$ cat src/core/tlic_defines.svh
`ifndef TLIC_DEFINES_SVH
`define TLIC_DEFINES_SVH

// Special function register addresses seen by the core.
`define TLIC_ADDR_EN_MAIN 8'hA8
`define TLIC_ADDR_PRIO_MAIN 8'hB8
`define TLIC_ADDR_FLAGS 8'hC0
`define TLIC_ADDR_EN_PORT 8'hE8
`define TLIC_ADDR_POLARITY 8'hE9
`define TLIC_ADDR_PRIO_PORT 8'hF8

// Field positions in the main enable register; bits 3..0 also in the main priority register.
`define TLIC_BIT_GATE 7
`define TLIC_BIT_TIMER_ONE 3
`define TLIC_BIT_EXT_ONE 2
`define TLIC_BIT_TIMER_ZERO 1
`define TLIC_BIT_EXT_ZERO 0

// Reset values of every register.
`define TLIC_RST_EN 8'h00
`define TLIC_RST_PRIO 8'h00
`define TLIC_RST_POL 8'h00
`define TLIC_RST_FLAGS 8'h00
`define TLIC_RST_PINS 8'hFF // Port lines rest high on their pull-ups.

// Vector addresses, indexed by position in the fixed service order.
`define TLIC_VEC_0 16'h0003
`define TLIC_VEC_1 16'h0053
`define TLIC_VEC_2 16'h000B
`define TLIC_VEC_3 16'h005B
`define TLIC_VEC_4 16'h0013
`define TLIC_VEC_5 16'h003B
`define TLIC_VEC_6 16'h0063
`define TLIC_VEC_7 16'h001B
`define TLIC_VEC_8 16'h0043
`define TLIC_VEC_9 16'h006B
`define TLIC_VEC_10 16'h004B
`define TLIC_VEC_11 16'h0073

`endif

$ cat src/core/tlic_pkg.sv
package tlic_pkg;
  // One bit per source, in fixed service order, highest first.
  typedef logic [11:0] tlic_src_vec_t;
  // Position of a source in the service order.
  typedef logic [3:0] tlic_src_idx_t;
  // Special function register byte and address.
  typedef logic [7:0] tlic_byte_t;
  // Program address of a service routine.
  typedef logic [15:0] tlic_vec_addr_t;
  // Service level of a routine or request.
  typedef enum logic {TLIC_LVL_LOW, TLIC_LVL_HIGH} tlic_level_t;
endpackage

$ cat src/core/tlic_sync.sv
`timescale 1ns/1ps
`include "tlic_defines.svh"
// Three-stage synchroniser for the port interrupt pins; the output takes a new
// value only once the second and third stages agree, which filters one-cycle glitches.
module tlic_sync (
  input wire logic mclk,
  input wire logic rst_b,
  input wire logic [7:0] pin_in,
  output logic [7:0] pin_sync
);
  import tlic_pkg::*;

  // Stages start at the idle pin level, so an active-low line is not seen as active
  // straight after reset and no flag is set by a false request.
  localparam logic [7:0] pin_idle = `TLIC_RST_PINS;

  logic [7:0] s1_q;
  logic [7:0] s2_q;
  logic [7:0] s3_q;

  // Plain flop chain; only the second stage reads the first.
  always_ff @(posedge mclk or negedge rst_b) begin
    if (!rst_b) begin
      s1_q <= pin_idle;
      s2_q <= pin_idle;
      s3_q <= pin_idle;
    end else begin
      s1_q <= pin_in;
      s2_q <= s1_q;
      s3_q <= s2_q;
    end
  end

  // Each bit updates on its own when its two late stages agree.
  genvar k;
  generate
    for (k = 0; k < 8; k++) begin : g_bit
      always_ff @(posedge mclk or negedge rst_b) begin
        if (!rst_b) begin
          pin_sync[k] <= pin_idle[k];
        end else if (s2_q[k] == s3_q[k]) begin
          pin_sync[k] <= s3_q[k];
        end
      end
    end
  endgenerate
endmodule // tlic_sync

$ cat src/core/tlic_ctrl.sv
// Operation
// - Twelve sources: external 0 and 1, two timer overflows, port lines 2 to 9.
// - Each source has its own enable bit; cleared bit blocks service.
// - Each source's level comes from its own priority register bit.
// - Port lines are level detected and, when enabled, wake from power-down.
// - Each port line's active level is selected by a polarity bit.
// - Hardware sets port flags on recognition; only software clears them.
// - A flag still set after return raises a fresh interrupt.
// - Main enable bit 7 gates all sources off when cleared.
// - Main enable bits 3..0: timer one, external one, timer zero, external zero.
// - Port enable register bit 7 is line 9 down to bit 0 line 2.
// - Enable bit zero disables, one enables.
// - Main priority bits 3..0 as enables; one selects high level; bit 7 unused.
// - Port priority bit 7 is line 9 down to bit 0 line 2; one high.
// - Polarity zero means active low, one means active high.
// - Port flags live at C0H, line 9 in bit 7 to line 2 in bit 0.
// - Same-level ties resolve in the fixed twelve-entry order.
// - Each source vectors to its fixed program address.
`timescale 1ns/1ps
`include "tlic_defines.svh"
module tlic_ctrl (
  input wire logic mclk,
  input wire logic rst_b,
  input wire tlic_pkg::tlic_byte_t sfr_addr,
  input wire logic sfr_wr,
  input wire tlic_pkg::tlic_byte_t sfr_wdata,
  output tlic_pkg::tlic_byte_t sfr_rdata,
  input wire logic ext_zero_req,
  input wire logic ext_one_req,
  input wire logic timer_zero_ovf,
  input wire logic timer_one_ovf,
  input wire logic [7:0] port_int_pins,
  input wire logic int_ack,
  input wire logic int_reti,
  output logic int_req,
  output tlic_pkg::tlic_level_t int_lvl,
  output tlic_pkg::tlic_src_idx_t int_src,
  output tlic_pkg::tlic_vec_addr_t int_vector,
  output logic wake_req
);
  import tlic_pkg::*;

  tlic_byte_t en_main_q;
  tlic_byte_t prio_main_q;
  tlic_byte_t en_port_q;
  tlic_byte_t prio_port_q;
  tlic_byte_t pol_q;
  tlic_byte_t flag_q;
  logic [7:0] pins_s;
  logic [7:0] port_act;
  tlic_src_vec_t req_ord;
  tlic_src_vec_t en_ord;
  tlic_src_vec_t prio_ord;
  tlic_src_vec_t elig_hi;
  tlic_src_vec_t elig_lo;
  tlic_src_vec_t elig_sel;
  tlic_src_vec_t elig_sel_q;
  tlic_src_vec_t en_ord_q;
  tlic_src_vec_t prio_ord_q;
  tlic_src_idx_t win_idx;
  logic win_valid;
  tlic_level_t win_lvl;
  logic in_hi_q;
  logic in_lo_q;
  logic wr_flags;

  // Port pins come from outside the clock domain.
  tlic_sync u_sync (
    .mclk(mclk),
    .rst_b(rst_b),
    .pin_in(port_int_pins),
    .pin_sync(pins_s)
  );

  assign wr_flags = sfr_wr && (sfr_addr == `TLIC_ADDR_FLAGS);

  // Control registers; unused bits are not stored and read back as zero.
  always_ff @(posedge mclk or negedge rst_b) begin
    if (!rst_b) begin
      en_main_q <= `TLIC_RST_EN;
      prio_main_q <= `TLIC_RST_PRIO;
      en_port_q <= `TLIC_RST_EN;
      prio_port_q <= `TLIC_RST_PRIO;
      pol_q <= `TLIC_RST_POL;
    end else if (sfr_wr) begin
      case (sfr_addr)
        `TLIC_ADDR_EN_MAIN: en_main_q <= sfr_wdata & 8'h8F;
        `TLIC_ADDR_PRIO_MAIN: prio_main_q <= sfr_wdata & 8'h0F;
        `TLIC_ADDR_EN_PORT: en_port_q <= sfr_wdata;
        `TLIC_ADDR_PRIO_PORT: prio_port_q <= sfr_wdata;
        `TLIC_ADDR_POLARITY: pol_q <= sfr_wdata;
        default: ;
      endcase
    end
  end

  // Per-line level detection and sticky flag. A write of zero clears a flag,
  // but a line still active in that same cycle sets it again, so no request is lost.
  genvar k;
  generate
    for (k = 0; k < 8; k++) begin : g_line
      assign port_act[k] = ~(pins_s[k] ^ pol_q[k]);
      always_ff @(posedge mclk or negedge rst_b) begin
        if (!rst_b) begin
          flag_q[k] <= 1'b0;
        end else if (port_act[k]) begin
          flag_q[k] <= 1'b1;
        end else if (wr_flags && !sfr_wdata[k]) begin
          flag_q[k] <= 1'b0;
        end
      end
    end
  endgenerate

  // Wake must work with the clock stopped, so it looks at the raw pins.
  assign wake_req = |(~(port_int_pins ^ pol_q) & en_port_q);

  // Sources, enables and levels in fixed service order, highest in bit 0.
  assign req_ord = {flag_q[7], flag_q[2], flag_q[6], flag_q[1], timer_one_ovf, flag_q[5],
                    flag_q[0], ext_one_req, flag_q[4], timer_zero_ovf, flag_q[3], ext_zero_req};
  assign en_ord = {en_port_q[7], en_port_q[2], en_port_q[6], en_port_q[1],
                   en_main_q[`TLIC_BIT_TIMER_ONE], en_port_q[5], en_port_q[0],
                   en_main_q[`TLIC_BIT_EXT_ONE], en_port_q[4],
                   en_main_q[`TLIC_BIT_TIMER_ZERO], en_port_q[3], en_main_q[`TLIC_BIT_EXT_ZERO]};
  assign prio_ord = {prio_port_q[7], prio_port_q[2], prio_port_q[6], prio_port_q[1],
                     prio_main_q[`TLIC_BIT_TIMER_ONE], prio_port_q[5], prio_port_q[0],
                     prio_main_q[`TLIC_BIT_EXT_ONE], prio_port_q[4],
                     prio_main_q[`TLIC_BIT_TIMER_ZERO], prio_port_q[3],
                     prio_main_q[`TLIC_BIT_EXT_ZERO]};

  // Eligibility: a high routine blocks all, a low routine blocks other lows.
  always_comb begin
    elig_hi = '0;
    elig_lo = '0;
    if (en_main_q[`TLIC_BIT_GATE]) begin
      elig_hi = req_ord & en_ord & prio_ord;
      elig_lo = req_ord & en_ord & ~prio_ord;
    end
    if (in_hi_q) begin
      elig_hi = '0;
    end
    if (in_hi_q || in_lo_q) begin
      elig_lo = '0;
    end
    elig_sel = (elig_hi != '0) ? elig_hi : elig_lo;
    win_lvl = (elig_hi != '0) ? TLIC_LVL_HIGH : TLIC_LVL_LOW;
  end

  // First set bit of the chosen level wins the tie.
  always_comb begin
    win_idx = '0;
    win_valid = 1'b0;
    for (int i = 11; i >= 0; i--) begin
      if (elig_sel[i]) begin
        win_idx = 4'(i);
        win_valid = 1'b1;
      end
    end
  end

  // Request towards the core. It drops for one cycle on acceptance so the
  // in-service state is in place before the next decision.
  always_ff @(posedge mclk or negedge rst_b) begin
    if (!rst_b) begin
      int_req <= 1'b0;
      int_lvl <= TLIC_LVL_LOW;
      int_src <= '0;
      int_vector <= '0;
    end else begin
      int_req <= win_valid && !int_ack && !int_reti;
      int_lvl <= win_lvl;
      int_src <= win_idx;
      case (win_idx)
        4'h0: int_vector <= `TLIC_VEC_0;
        4'h1: int_vector <= `TLIC_VEC_1;
        4'h2: int_vector <= `TLIC_VEC_2;
        4'h3: int_vector <= `TLIC_VEC_3;
        4'h4: int_vector <= `TLIC_VEC_4;
        4'h5: int_vector <= `TLIC_VEC_5;
        4'h6: int_vector <= `TLIC_VEC_6;
        4'h7: int_vector <= `TLIC_VEC_7;
        4'h8: int_vector <= `TLIC_VEC_8;
        4'h9: int_vector <= `TLIC_VEC_9;
        4'hA: int_vector <= `TLIC_VEC_10;
        default: int_vector <= `TLIC_VEC_11;
      endcase
    end
  end

  // Two-deep service stack: acceptance pushes the level, return pops the highest.
  always_ff @(posedge mclk or negedge rst_b) begin
    if (!rst_b) begin
      in_hi_q <= 1'b0;
      in_lo_q <= 1'b0;
    end else if (int_ack && int_req) begin
      if (int_lvl == TLIC_LVL_HIGH) begin
        in_hi_q <= 1'b1;
      end else begin
        in_lo_q <= 1'b1;
      end
    end else if (int_reti) begin
      if (in_hi_q) begin
        in_hi_q <= 1'b0;
      end else begin
        in_lo_q <= 1'b0;
      end
    end
  end

  // Read data is registered: it answers one cycle after the address.
  always_ff @(posedge mclk or negedge rst_b) begin
    if (!rst_b) begin
      sfr_rdata <= 8'h00;
    end else begin
      case (sfr_addr)
        `TLIC_ADDR_EN_MAIN: sfr_rdata <= en_main_q;
        `TLIC_ADDR_PRIO_MAIN: sfr_rdata <= prio_main_q;
        `TLIC_ADDR_EN_PORT: sfr_rdata <= en_port_q;
        `TLIC_ADDR_PRIO_PORT: sfr_rdata <= prio_port_q;
        `TLIC_ADDR_POLARITY: sfr_rdata <= pol_q;
        `TLIC_ADDR_FLAGS: sfr_rdata <= flag_q;
        default: sfr_rdata <= 8'h00;
      endcase
    end
  end

  // Delayed copies used only by the checks below.
  always_ff @(posedge mclk or negedge rst_b) begin
    if (!rst_b) begin
      elig_sel_q <= '0;
      en_ord_q <= '0;
      prio_ord_q <= '0;
    end else begin
      elig_sel_q <= elig_sel;
      en_ord_q <= en_ord;
      prio_ord_q <= prio_ord;
    end
  end

  gate_blocks_a: assert property (@(posedge mclk) disable iff (!rst_b)
    !en_main_q[`TLIC_BIT_GATE] |=> !int_req)
    else $error("request raised while global gate closed");

  flag_sticky_a: assert property (@(posedge mclk) disable iff (!rst_b)
    !wr_flags |=> ((flag_q & $past(flag_q)) == $past(flag_q)))
    else $error("port flag cleared without a software write");

  flag_set_a: assert property (@(posedge mclk) disable iff (!rst_b)
    port_act != 8'h00 |=> ((flag_q & $past(port_act)) == $past(port_act)))
    else $error("active port line did not set its flag");

  high_blocks_a: assert property (@(posedge mclk) disable iff (!rst_b)
    in_hi_q |-> !int_req)
    else $error("request raised during a high level routine");

  low_preempt_a: assert property (@(posedge mclk) disable iff (!rst_b)
    in_lo_q && int_req |-> int_lvl == TLIC_LVL_HIGH)
    else $error("low request preempted a low routine");

  tie_order_a: assert property (@(posedge mclk) disable iff (!rst_b)
    int_req |-> elig_sel_q[int_src] && ((elig_sel_q & ((12'h001 << int_src) - 12'h001)) == 12'h000))
    else $error("winner is not first in service order");

  vector_map_a: assert property (@(posedge mclk) disable iff (!rst_b)
    int_req && int_src == 4'h5 |-> int_vector == `TLIC_VEC_5)
    else $error("port line two vector wrong");

  enable_used_a: assert property (@(posedge mclk) disable iff (!rst_b)
    int_req |-> en_ord_q[int_src])
    else $error("disabled source requested");

  level_used_a: assert property (@(posedge mclk) disable iff (!rst_b)
    int_req |-> int_lvl == tlic_level_t'(prio_ord_q[int_src]))
    else $error("request level does not match priority bit");

  redo_a: assert property (@(posedge mclk) disable iff (!rst_b)
    int_reti && !in_hi_q && in_lo_q && en_main_q[7] && (flag_q[0] & en_port_q[0]) && !wr_flags
    ##1 !wr_flags |=> int_req)
    else $error("uncleared flag did not request again");

  // Acceptance must drop the request for one cycle, or the core could take it twice.
  ack_drop_a: assert property (@(posedge mclk) disable iff (!rst_b)
    int_ack && int_req |=> !int_req)
    else $error("request still raised after acceptance");

  // With every line inactive, a flag write leaves only the flags written as one.
  flag_clear_a: assert property (@(posedge mclk) disable iff (!rst_b)
    wr_flags && port_act == 8'h00 |=> flag_q == ($past(flag_q) & $past(sfr_wdata)))
    else $error("software write did not clear port flags");

  wake_enable_a: assert property (@(posedge mclk) disable iff (!rst_b)
    en_port_q == 8'h00 |-> !wake_req)
    else $error("wake raised with every port line disabled");

  vector_t1_a: assert property (@(posedge mclk) disable iff (!rst_b)
    int_req && int_src == 4'h7 |-> int_vector == `TLIC_VEC_7)
    else $error("timer one vector wrong");

  nest_c: cover property (@(posedge mclk) disable iff (!rst_b) in_lo_q && in_hi_q);
  port_c: cover property (@(posedge mclk) disable iff (!rst_b) int_req && int_src == 4'hB);
  wake_c: cover property (@(posedge mclk) disable iff (!rst_b) wake_req && !en_main_q[7]);
  // A return with the flag still set, and a high request waiting over a low routine.
  redo_c: cover property (@(posedge mclk) disable iff (!rst_b) int_reti ##2 int_req);
  preempt_c: cover property (@(posedge mclk) disable iff (!rst_b)
    in_lo_q && int_req && int_lvl == TLIC_LVL_HIGH);
endmodule // tlic_ctrl

$ cat config.mk
export PLATFORM = sky130hd
export DESIGN_NAME = tlic_ctrl
export DESIGN_NICKNAME = d
export VERILOG_FILES = /design/src/core/tlic_pkg.sv /design/src/core/tlic_sync.sv /design/src/core/tlic_ctrl.sv
export VERILOG_INCLUDE_DIRS = /design/src /design/src/core
export SDC_FILE = /design/constraint.sdc
export NUM_CORES = 1
export LEC_CHECK = 0
export BUFFER_PORTS_ARGS = -buffer_cell sky130_fd_sc_hd__buf_4
export CORE_ASPECT_RATIO = 1.75
export CORE_UTILIZATION = 24
export CTS_CLUSTER_DIAMETER = 100
export DETAILED_ROUTE_END_ITERATION = 16
export PLACE_DENSITY_LB_ADDON = 0.12
export REMOVE_ABC_BUFFERS = 1
export SKIP_LAST_GASP = 1
export SYNTH_ARGS = -nofsm -noshare
export SYNTH_HDL_FRONTEND = slang
export SYNTH_SLANG_ARGS = --single-unit
$ cat constraint.sdc
create_clock -name mclk -period 2.7 [get_ports mclk]
set_input_delay 0.135 -clock mclk [delete_from_list [all_inputs] [get_ports mclk]]
set_output_delay 0.135 -clock mclk [all_outputs]
set_load 0.05 [all_outputs]
==> results.toml, run 1 <==
[logic_synthesis]
postSynthRegisterBits = 94
unique_masters_post_synth = 60
yosys-top-cells-count = "sky130_fd_sc_hd__dfrtp_1 (62), sky130_fd_sc_hd__nand2_1 (44), sky130_fd_sc_hd__mux2_2 (35)"
synth-compound-area-share_pct = 13.8
dominant_combinational_cell_family_by_area_after_synthesis = "compound AO/OA/AOI/OAI gates"
netlist_instances = 371
mean_instance_size_in_the_synthesized_netlist_um2 = 11.7
synth-simple-area-share_pct = 12.7
synth_area_leaders = "sky130_fd_sc_hd__dfrtp_1 (36%), sky130_fd_sc_hd__dfstp_2 (19%), sky130_fd_sc_hd__mux2_2 (9.1%)"
synth.area.mux_share_pct = 10.0
synthesis.yosys.warnings = 0
synth.cell_area_um2 = 4340
yosys.cell_count.top_type = "sky130_fd_sc_hd__dfrtp_1"
ys_async_sr_fraction_pct = 100
synth_top_cell_by_area = "sky130_fd_sc_hd__dfrtp_1"
synth_adder_area_share_pct = 2.13
seq_area_frac_synth_pct = 55.1
synth_xor_area_share_pct = 3.23
synthFlopType = "sky130_fd_sc_hd__dfrtp_1"
synth-edff-count = 0
synth_top_cell_area_share_pct = 35.8

[worst_setup_path]
timing.reg2reg.setup_slack_ns = 0.15
worstReg2RegEnd = "int_vector[3]$_DFF_PN0_"
cp_data_required_time_ns = 2.98
crit_path_slowest_cell = "sky130_fd_sc_hd__dfrtp_1"
crit_arrival_ns = 2.83
regToRegStartpoint = "flag_q[0]$_DFFE_PN0P_"
cp_max_fo = 4
cp_slowest_stage_delay_ns = 0.40
start_kind = "register"
r2r.worst_path.cells = 10
critPathKind = "reg2reg"
end_kind = "register"
worstPathCellList = "nand3_1, nand4_1, o31ai_4, inv_2, o31a_1, o22a_1, nor3_2, ha_1, and2_1, a31oi_1"

[timing]
timing.max_slew.rel_slack_pct = 54.4
period_minus_slack_ns = 2.55
fmaxAchievable_mhz = 392
timing_worst_slew_pin_value_ns = 0.677
clock-skew-final_ns = 0.0106
post-route-period-util_pct = 94.4
final_hold_viol_count = 0
final_max_slew_viol_count = 0
setup_violations = 0

[floorplan]
die_x_um = 104
std_cell_rows = 64
start_util_pct = 24.6
die_height_um = 180
coreArea_um2 = 17600
floorplan.io_pins = 64
die-area_um2 = 18600

[power]
peakVddDrop_mv = 0.341
power_density_nw_per_um2 = 584
static-leakage-power_nw = 2.49

[route]
drt-total-wl_um = 13400
dr.first_iter.drc_count = 138
vias_per_cell = 4.76
route.vias.total = 3332
routed_wirelength_normalized_by_instance_count_um = 19.1
detail_route.first_pass.iterations = 5
postRouteAntennaNets = 0
post-route-drc-count = 0

[hold_path]
timing.hold.worst.class = "in2reg"
worstHoldEndpoint = "pol_q[6]$_DFFE_PN0P_"
worst_hold_startpoint = "sfr_wdata[6]"
min_path_cells = 2

[grt]
antenna_found_initial = 0
vias_in_the_first_global_route = 3563
global_route.usage.total_pct = 15.0
grt_max_degree = 54
grt_pass1_wl_um = 20500
grt_remaining_overflow = 0

[finish]
final_layout_fill_cell_count = 1875
final_util_pct = 31.9
area.growth.synth_to_final_pct = 29.6
antenna_cells_inserted = 0
drive_gt1_share_pct = 38.4
count_of_nets_after_finishing = 498
final_std_cells_w_o_fill = 700

[cts]
clk_latency_ns = 0.35
ctsHtreeMaxLevel = 3
clkSinkCount = 94
cts_tree = "built"
ctsRootBufferMaster = "sky130_fd_sc_hd__clkbuf_16"
clk_transition_reported_paths_ns = 0.07
cts_buffers = 9
cts_setup_buffers = 0
ctsLongestPathBuffers = 2

[flow_run]
cap_violations = 0

[placement]
numPlacedInstances = 673
place.detailed.hpwl_um = 10200
place.gp.congestion = 0.882
place.port_buffers = 53

[outcome]
run_status = "completed"
## worst max-delay path, delay by kind of cell, from the launching register on
family / cells / cell delay (ns)
flops: 1 / 0.40
buf+inv: 1 / 0.09
simple gates: 4 / 0.81
compound gates: 4 / 0.92
fa+ha+maj: 1 / 0.27
## timing repair
action / 4_1_cts / 5_1_grt
hold buffers: 11 / 0
endpoints found under the hold margin: 42 / 0
gates resized for setup: 1 / 4
endpoints found under the setup margin: 1 / 1
## cell usage in the layout (no fill, tap or decap), drive strengths merged, types with 6 or more instances in the layout
| master | Yosys | final |
|---|---|---|
| a21oi | 10 | 10 |
| a22oi | 13 | 13 |
| buf | 12 | 78 |
| clkbuf | 4 | 10 |
| conb | 2 | 11 |
| dfrtp | 62 | 62 |
| dfstp | 32 | 32 |
| dlygate4sd3 | 0 | 11 |
| inv | 6 | 7 |
| maj3 | 8 | 8 |
| mux2 | 35 | 35 |
| nand2 | 44 | 44 |
| nand3 | 17 | 17 |
| nand4 | 6 | 6 |
| nor2 | 10 | 10 |
| o21ai | 27 | 27 |
| xnor2 | 8 | 8 |
| xor2 | 8 | 8 |
## metrics by stage
stage	cell area (µm²)	hold WS [ns]	total power [mW]	setup TNS [ns]	setup WS [ns]
detailed placement	5160	0.187	1.89	-0.0135	-0.0135
floorplan	4270	-0.161	1.72	0	0.340
global placement	5160	0.187	1.89	0	0.0334
finish	5620	0.0459	3.28	0	0.150
CTS	5600	0.0271	3.35	0	0.0295
global route	5620	0.0375	3.43	-0.0623	-0.0623
## per-layer routing
layer	share of wire (%)	routed length (µm)	global-route usage, %	up-vias
met1	37	4880	15.1	1688
met4	4.5	597	9.10	0
met5	0	0	0	-
met2	56	7500	28.1	83
met3	2.8	370	2.90	32
li1	-	-	-	1529
## report_power, final
part / internal, mW / switching, mW / leakage [nW]
combinational: 0.136 / 0.198 / 1.19
sequential: 1.49 / 0.0471 / 1.15
clock: 0.842 / 0.571 / 0.155
total: 2.47 / 0.816 / 2.49
## worst max-delay path by stage
stage / start / endpoint / slack [ns] / depth (start not counted)
after global routing: flag_q[0]$_DFFE_PN0P_ / int_vector[3]$_DFF_PN0_ / -0.06 / 10
after global placement: flag_q[3]$_DFFE_PN0P_ / int_vector[3]$_DFF_PN0_ / 0.03 / 10
final: flag_q[0]$_DFFE_PN0P_ / int_vector[3]$_DFF_PN0_ / 0.15 / 10
after CTS: prio_port_q[2]$_DFFE_PN0P_ / int_vector[3]$_DFF_PN0_ / 0.03 / 10
after detailed placement: en_port_q[3]$_DFFE_PN0P_ / int_vector[3]$_DFF_PN0_ / -0.01 / 10
after floorplan: prio_port_q[2]$_DFFE_PN0P_ / int_vector[3]$_DFF_PN0_ / 0.34 / 9
## sequential cells by signal (all words and copies together), names as in the netlist, 8 cells and up
signal and flops:
u_sync.s1_q 8, u_sync.pin_sync 8, flag_q 8, u_sync.s3_q 8
pol_q 8, u_sync.s2_q 8, sfr_rdata 8, en_port_q 8
prio_port_q 8
## final cells by class
class,instances,area (µm²),share of cell area [%]
clock buffers,10,239,4.25
clock inverters,6,92.6,1.65
inverters,6,22.5,0.401
multi-input cells,264,1880,33.4
flip-flops and latches,94,2390,42.6
well taps,231,289,5.14
repair buffers,89,708,12.6
## cell families after synthesis
| group | after synthesis |
|---|---|
| buffers and inverters | 22 |
| adder cells (fa/ha/maj) | 9 |
| flip-flops | 94 |
| AND/OR/NAND/NOR | 103 |
| AO/OA/AOI/OAI | 86 |
| other | 2 |
| XOR/XNOR | 16 |
| multiplexers | 39 |
Note: power is estimated with default switching activity, not from simulation.
==> run 2, diff against run 1 <==
- PLACE_DENSITY: default -> 0.42
- PLACE_DENSITY_LB_ADDON: 0.12 -> default
==> run 2 against run 1 <==
Setup slack better by 0.057 ns. Sequential share of layout area down 0.34 points. Clock skew fell by 0.00068 ns. Highest routed layer unchanged.
==> results.toml, run 2 (synthesis results as in run 1) <==
[finish]
mostFrequentLayoutCell = "sky130_fd_sc_hd__buf_4"
antenna_cells_inserted = 0
final_layout_fill_cell_count = 1854
drive_gt1_share_pct = 39.4
final_std_cells_w_o_fill = 701
commonest_cells_after_routing_fill_and_taps_aside = "sky130_fd_sc_hd__buf_4 (78), sky130_fd_sc_hd__dfrtp_1 (61), sky130_fd_sc_hd__nand2_1 (44)"
area.growth.synth_to_final_pct = 30.7
multi_input_comb_area_um2 = 1900
final_util_pct = 32.2
sequential_cell_area_um2 = 2390
count_of_nets_after_finishing = 499

[floorplan]
std_cell_rows = 64
coreArea_um2 = 17600
floorplan.io_pins = 64
die_x_um = 104
die-area_um2 = 18600
die_height_um = 180
start_util_pct = 24.6

[timing]
finalSetupTns_ns = 0
setup_repair_after_global_routing_missed_its_margin = "no"
final_max_slew_viol_count = 0
final_hold_viol_count = 0
setup_violations = 0
fmaxAchievable_mhz = 401
timing.max_slew.rel_slack_pct = 57.8
timing_worst_slew_pin_value_ns = 0.633
clock-skew-final_ns = 0.00988
period_minus_slack_ns = 2.49
post-route-period-util_pct = 92.3

[placement]
place.gp.congestion = 0.847
numPlacedInstances = 673
place.port_buffers = 53
place.detailed.hpwl_um = 10300

[cts]
ctsHtreeMaxLevel = 3
cts_buffers = 9
cts_tree = "built"
clkSinkCount = 94
ctsRootBufferMaster = "sky130_fd_sc_hd__clkbuf_16"
clk_latency_ns = 0.36
clk_transition_reported_paths_ns = 0.07
ctsLongestPathBuffers = 2

[power]
power.internal_mw = 2.54
peakVddDrop_mv = 0.293
p_sw_share_pct = 24.6
static-leakage-power_nw = 2.52
p_sw_mw = 0.832
power_density_nw_per_um2 = 595
power_frac_clock_pct = 44.5
pwr-share-seq_pct = 45.6
portion_of_total_power_attributed_to_combinational_logic_pct = 10.0

[grt]
vias_in_the_first_global_route = 3631
grt_max_degree = 51
antenna_found_initial = 0
global_route.usage.total_pct = 15.1
grt_remaining_overflow = 0
grt_pass1_wl_um = 20800

[route]
post-route-drc-count = 0
postRouteAntennaNets = 0
route.vias.total = 3289
dr.first_iter.drc_count = 132
detail_route.first_pass.iterations = 5
routed_wirelength_normalized_by_instance_count_um = 19.0
drt-total-wl_um = 13300
vias_per_cell = 4.69

[worst_setup_path]
start_kind = "register"
crit_arrival_ns = 2.77
critPathKind = "reg2reg"
end_kind = "register"
cp_max_fo = 5
cp_data_required_time_ns = 2.98

[flow_run]
cap_violations = 0

[hold_path]
timing.hold.worst.class = "in2reg"

[outcome]
run_status = "completed"
==> run 2: layout make-up <==
class	count	area share (%)
clock inverter	6	2.05
timing repair buffer	90	12.6
inverter	6	0.397
sequential	94	42.2
tap	231	5.10
multi-input combinational	264	33.6
clock buffer	10	4.04
==> run 2: worst paths after layout <==
check                                            to                  startpoint  depth (start not counted)  slack (ns)
min reg2reg                u_sync.s2_q[0]$_DFF_PN1_    u_sync.s1_q[0]$_DFF_PN1_                          0        0.36
max reg2reg                 int_vector[3]$_DFF_PN0_  prio_main_q[2]$_DFFE_PN0P_                          9        0.21
max                         int_vector[3]$_DFF_PN0_  prio_main_q[2]$_DFFE_PN0P_                          9        0.21
min                        en_port_q[4]$_DFFE_PN0P_                sfr_wdata[4]                          2        0.04
max in group asynchronous  u_sync.s1_q[0]$_DFF_PN1_                       rst_b                          3        1.60
min in group asynchronous    sfr_rdata[4]$_DFF_PN0_                       rst_b                          2        0.35
==> run 2: through the flow <==
step           cell area (µm²)  hold slack [ns]  setup slack (ns)  power [mW]
6_report                  5670           0.0384             0.207        3.38
5_1_grt                   5670           0.0426           0.00264        3.50
4_1_cts                   5620           0.0343            0.0358        3.42
3_5_place_dp              5160            0.212            0.0264        1.89
3_3_place_gp              5160            0.202           0.00950        1.89
2_1_floorplan             4270           -0.161             0.340        1.72
==> run 2: timing repair <==
item / in CTS / in global routing
hold endpoints to repair: 41 / 0
endpoints found under the setup margin: 1 / 2
pin swaps: 0 / 3
gates resized for setup: 1 / 9
setup buffers: 0 / 1
gates cloned: 0 / 0
hold buffers: 11 / 0
==> run 2: critical path, stage by stage, from the launching register on <==
cell                      delay [ns]
sky130_fd_sc_hd__dfrtp_1        0.41
sky130_fd_sc_hd__nand3_1        0.23
sky130_fd_sc_hd__nand4_2        0.17
sky130_fd_sc_hd__o21ai_0        0.41
sky130_fd_sc_hd__nand2_1        0.09
sky130_fd_sc_hd__a31oi_1        0.41
sky130_fd_sc_hd__nor3_2         0.12
sky130_fd_sc_hd__ha_1           0.31
sky130_fd_sc_hd__and2_1         0.14
sky130_fd_sc_hd__a31oi_1        0.13
==> run 2: layer usage <==
layer	vias to the layer above	global-route usage [%]	part of all wire [%]
met5	-	0	0
met4	0	10.8	5.3
met3	33	2.18	2.3
met2	76	28.1	55
met1	1650	15.1	37
li1	1530	-	-
==> run 2: power by group through the flow <==
| stage | registers [mW] | logic (mW) | clock network (mW) |
|---|---|---|---|
| after floorplan | 1.57 | 0.148 | 0 |
| after global placement | 1.56 | 0.327 | 0 |
| after detailed placement | 1.56 | 0.328 | 0 |
| after CTS | 1.54 | 0.342 | 1.54 |
| after global routing | 1.55 | 0.366 | 1.59 |
| final | 1.54 | 0.336 | 1.50 |
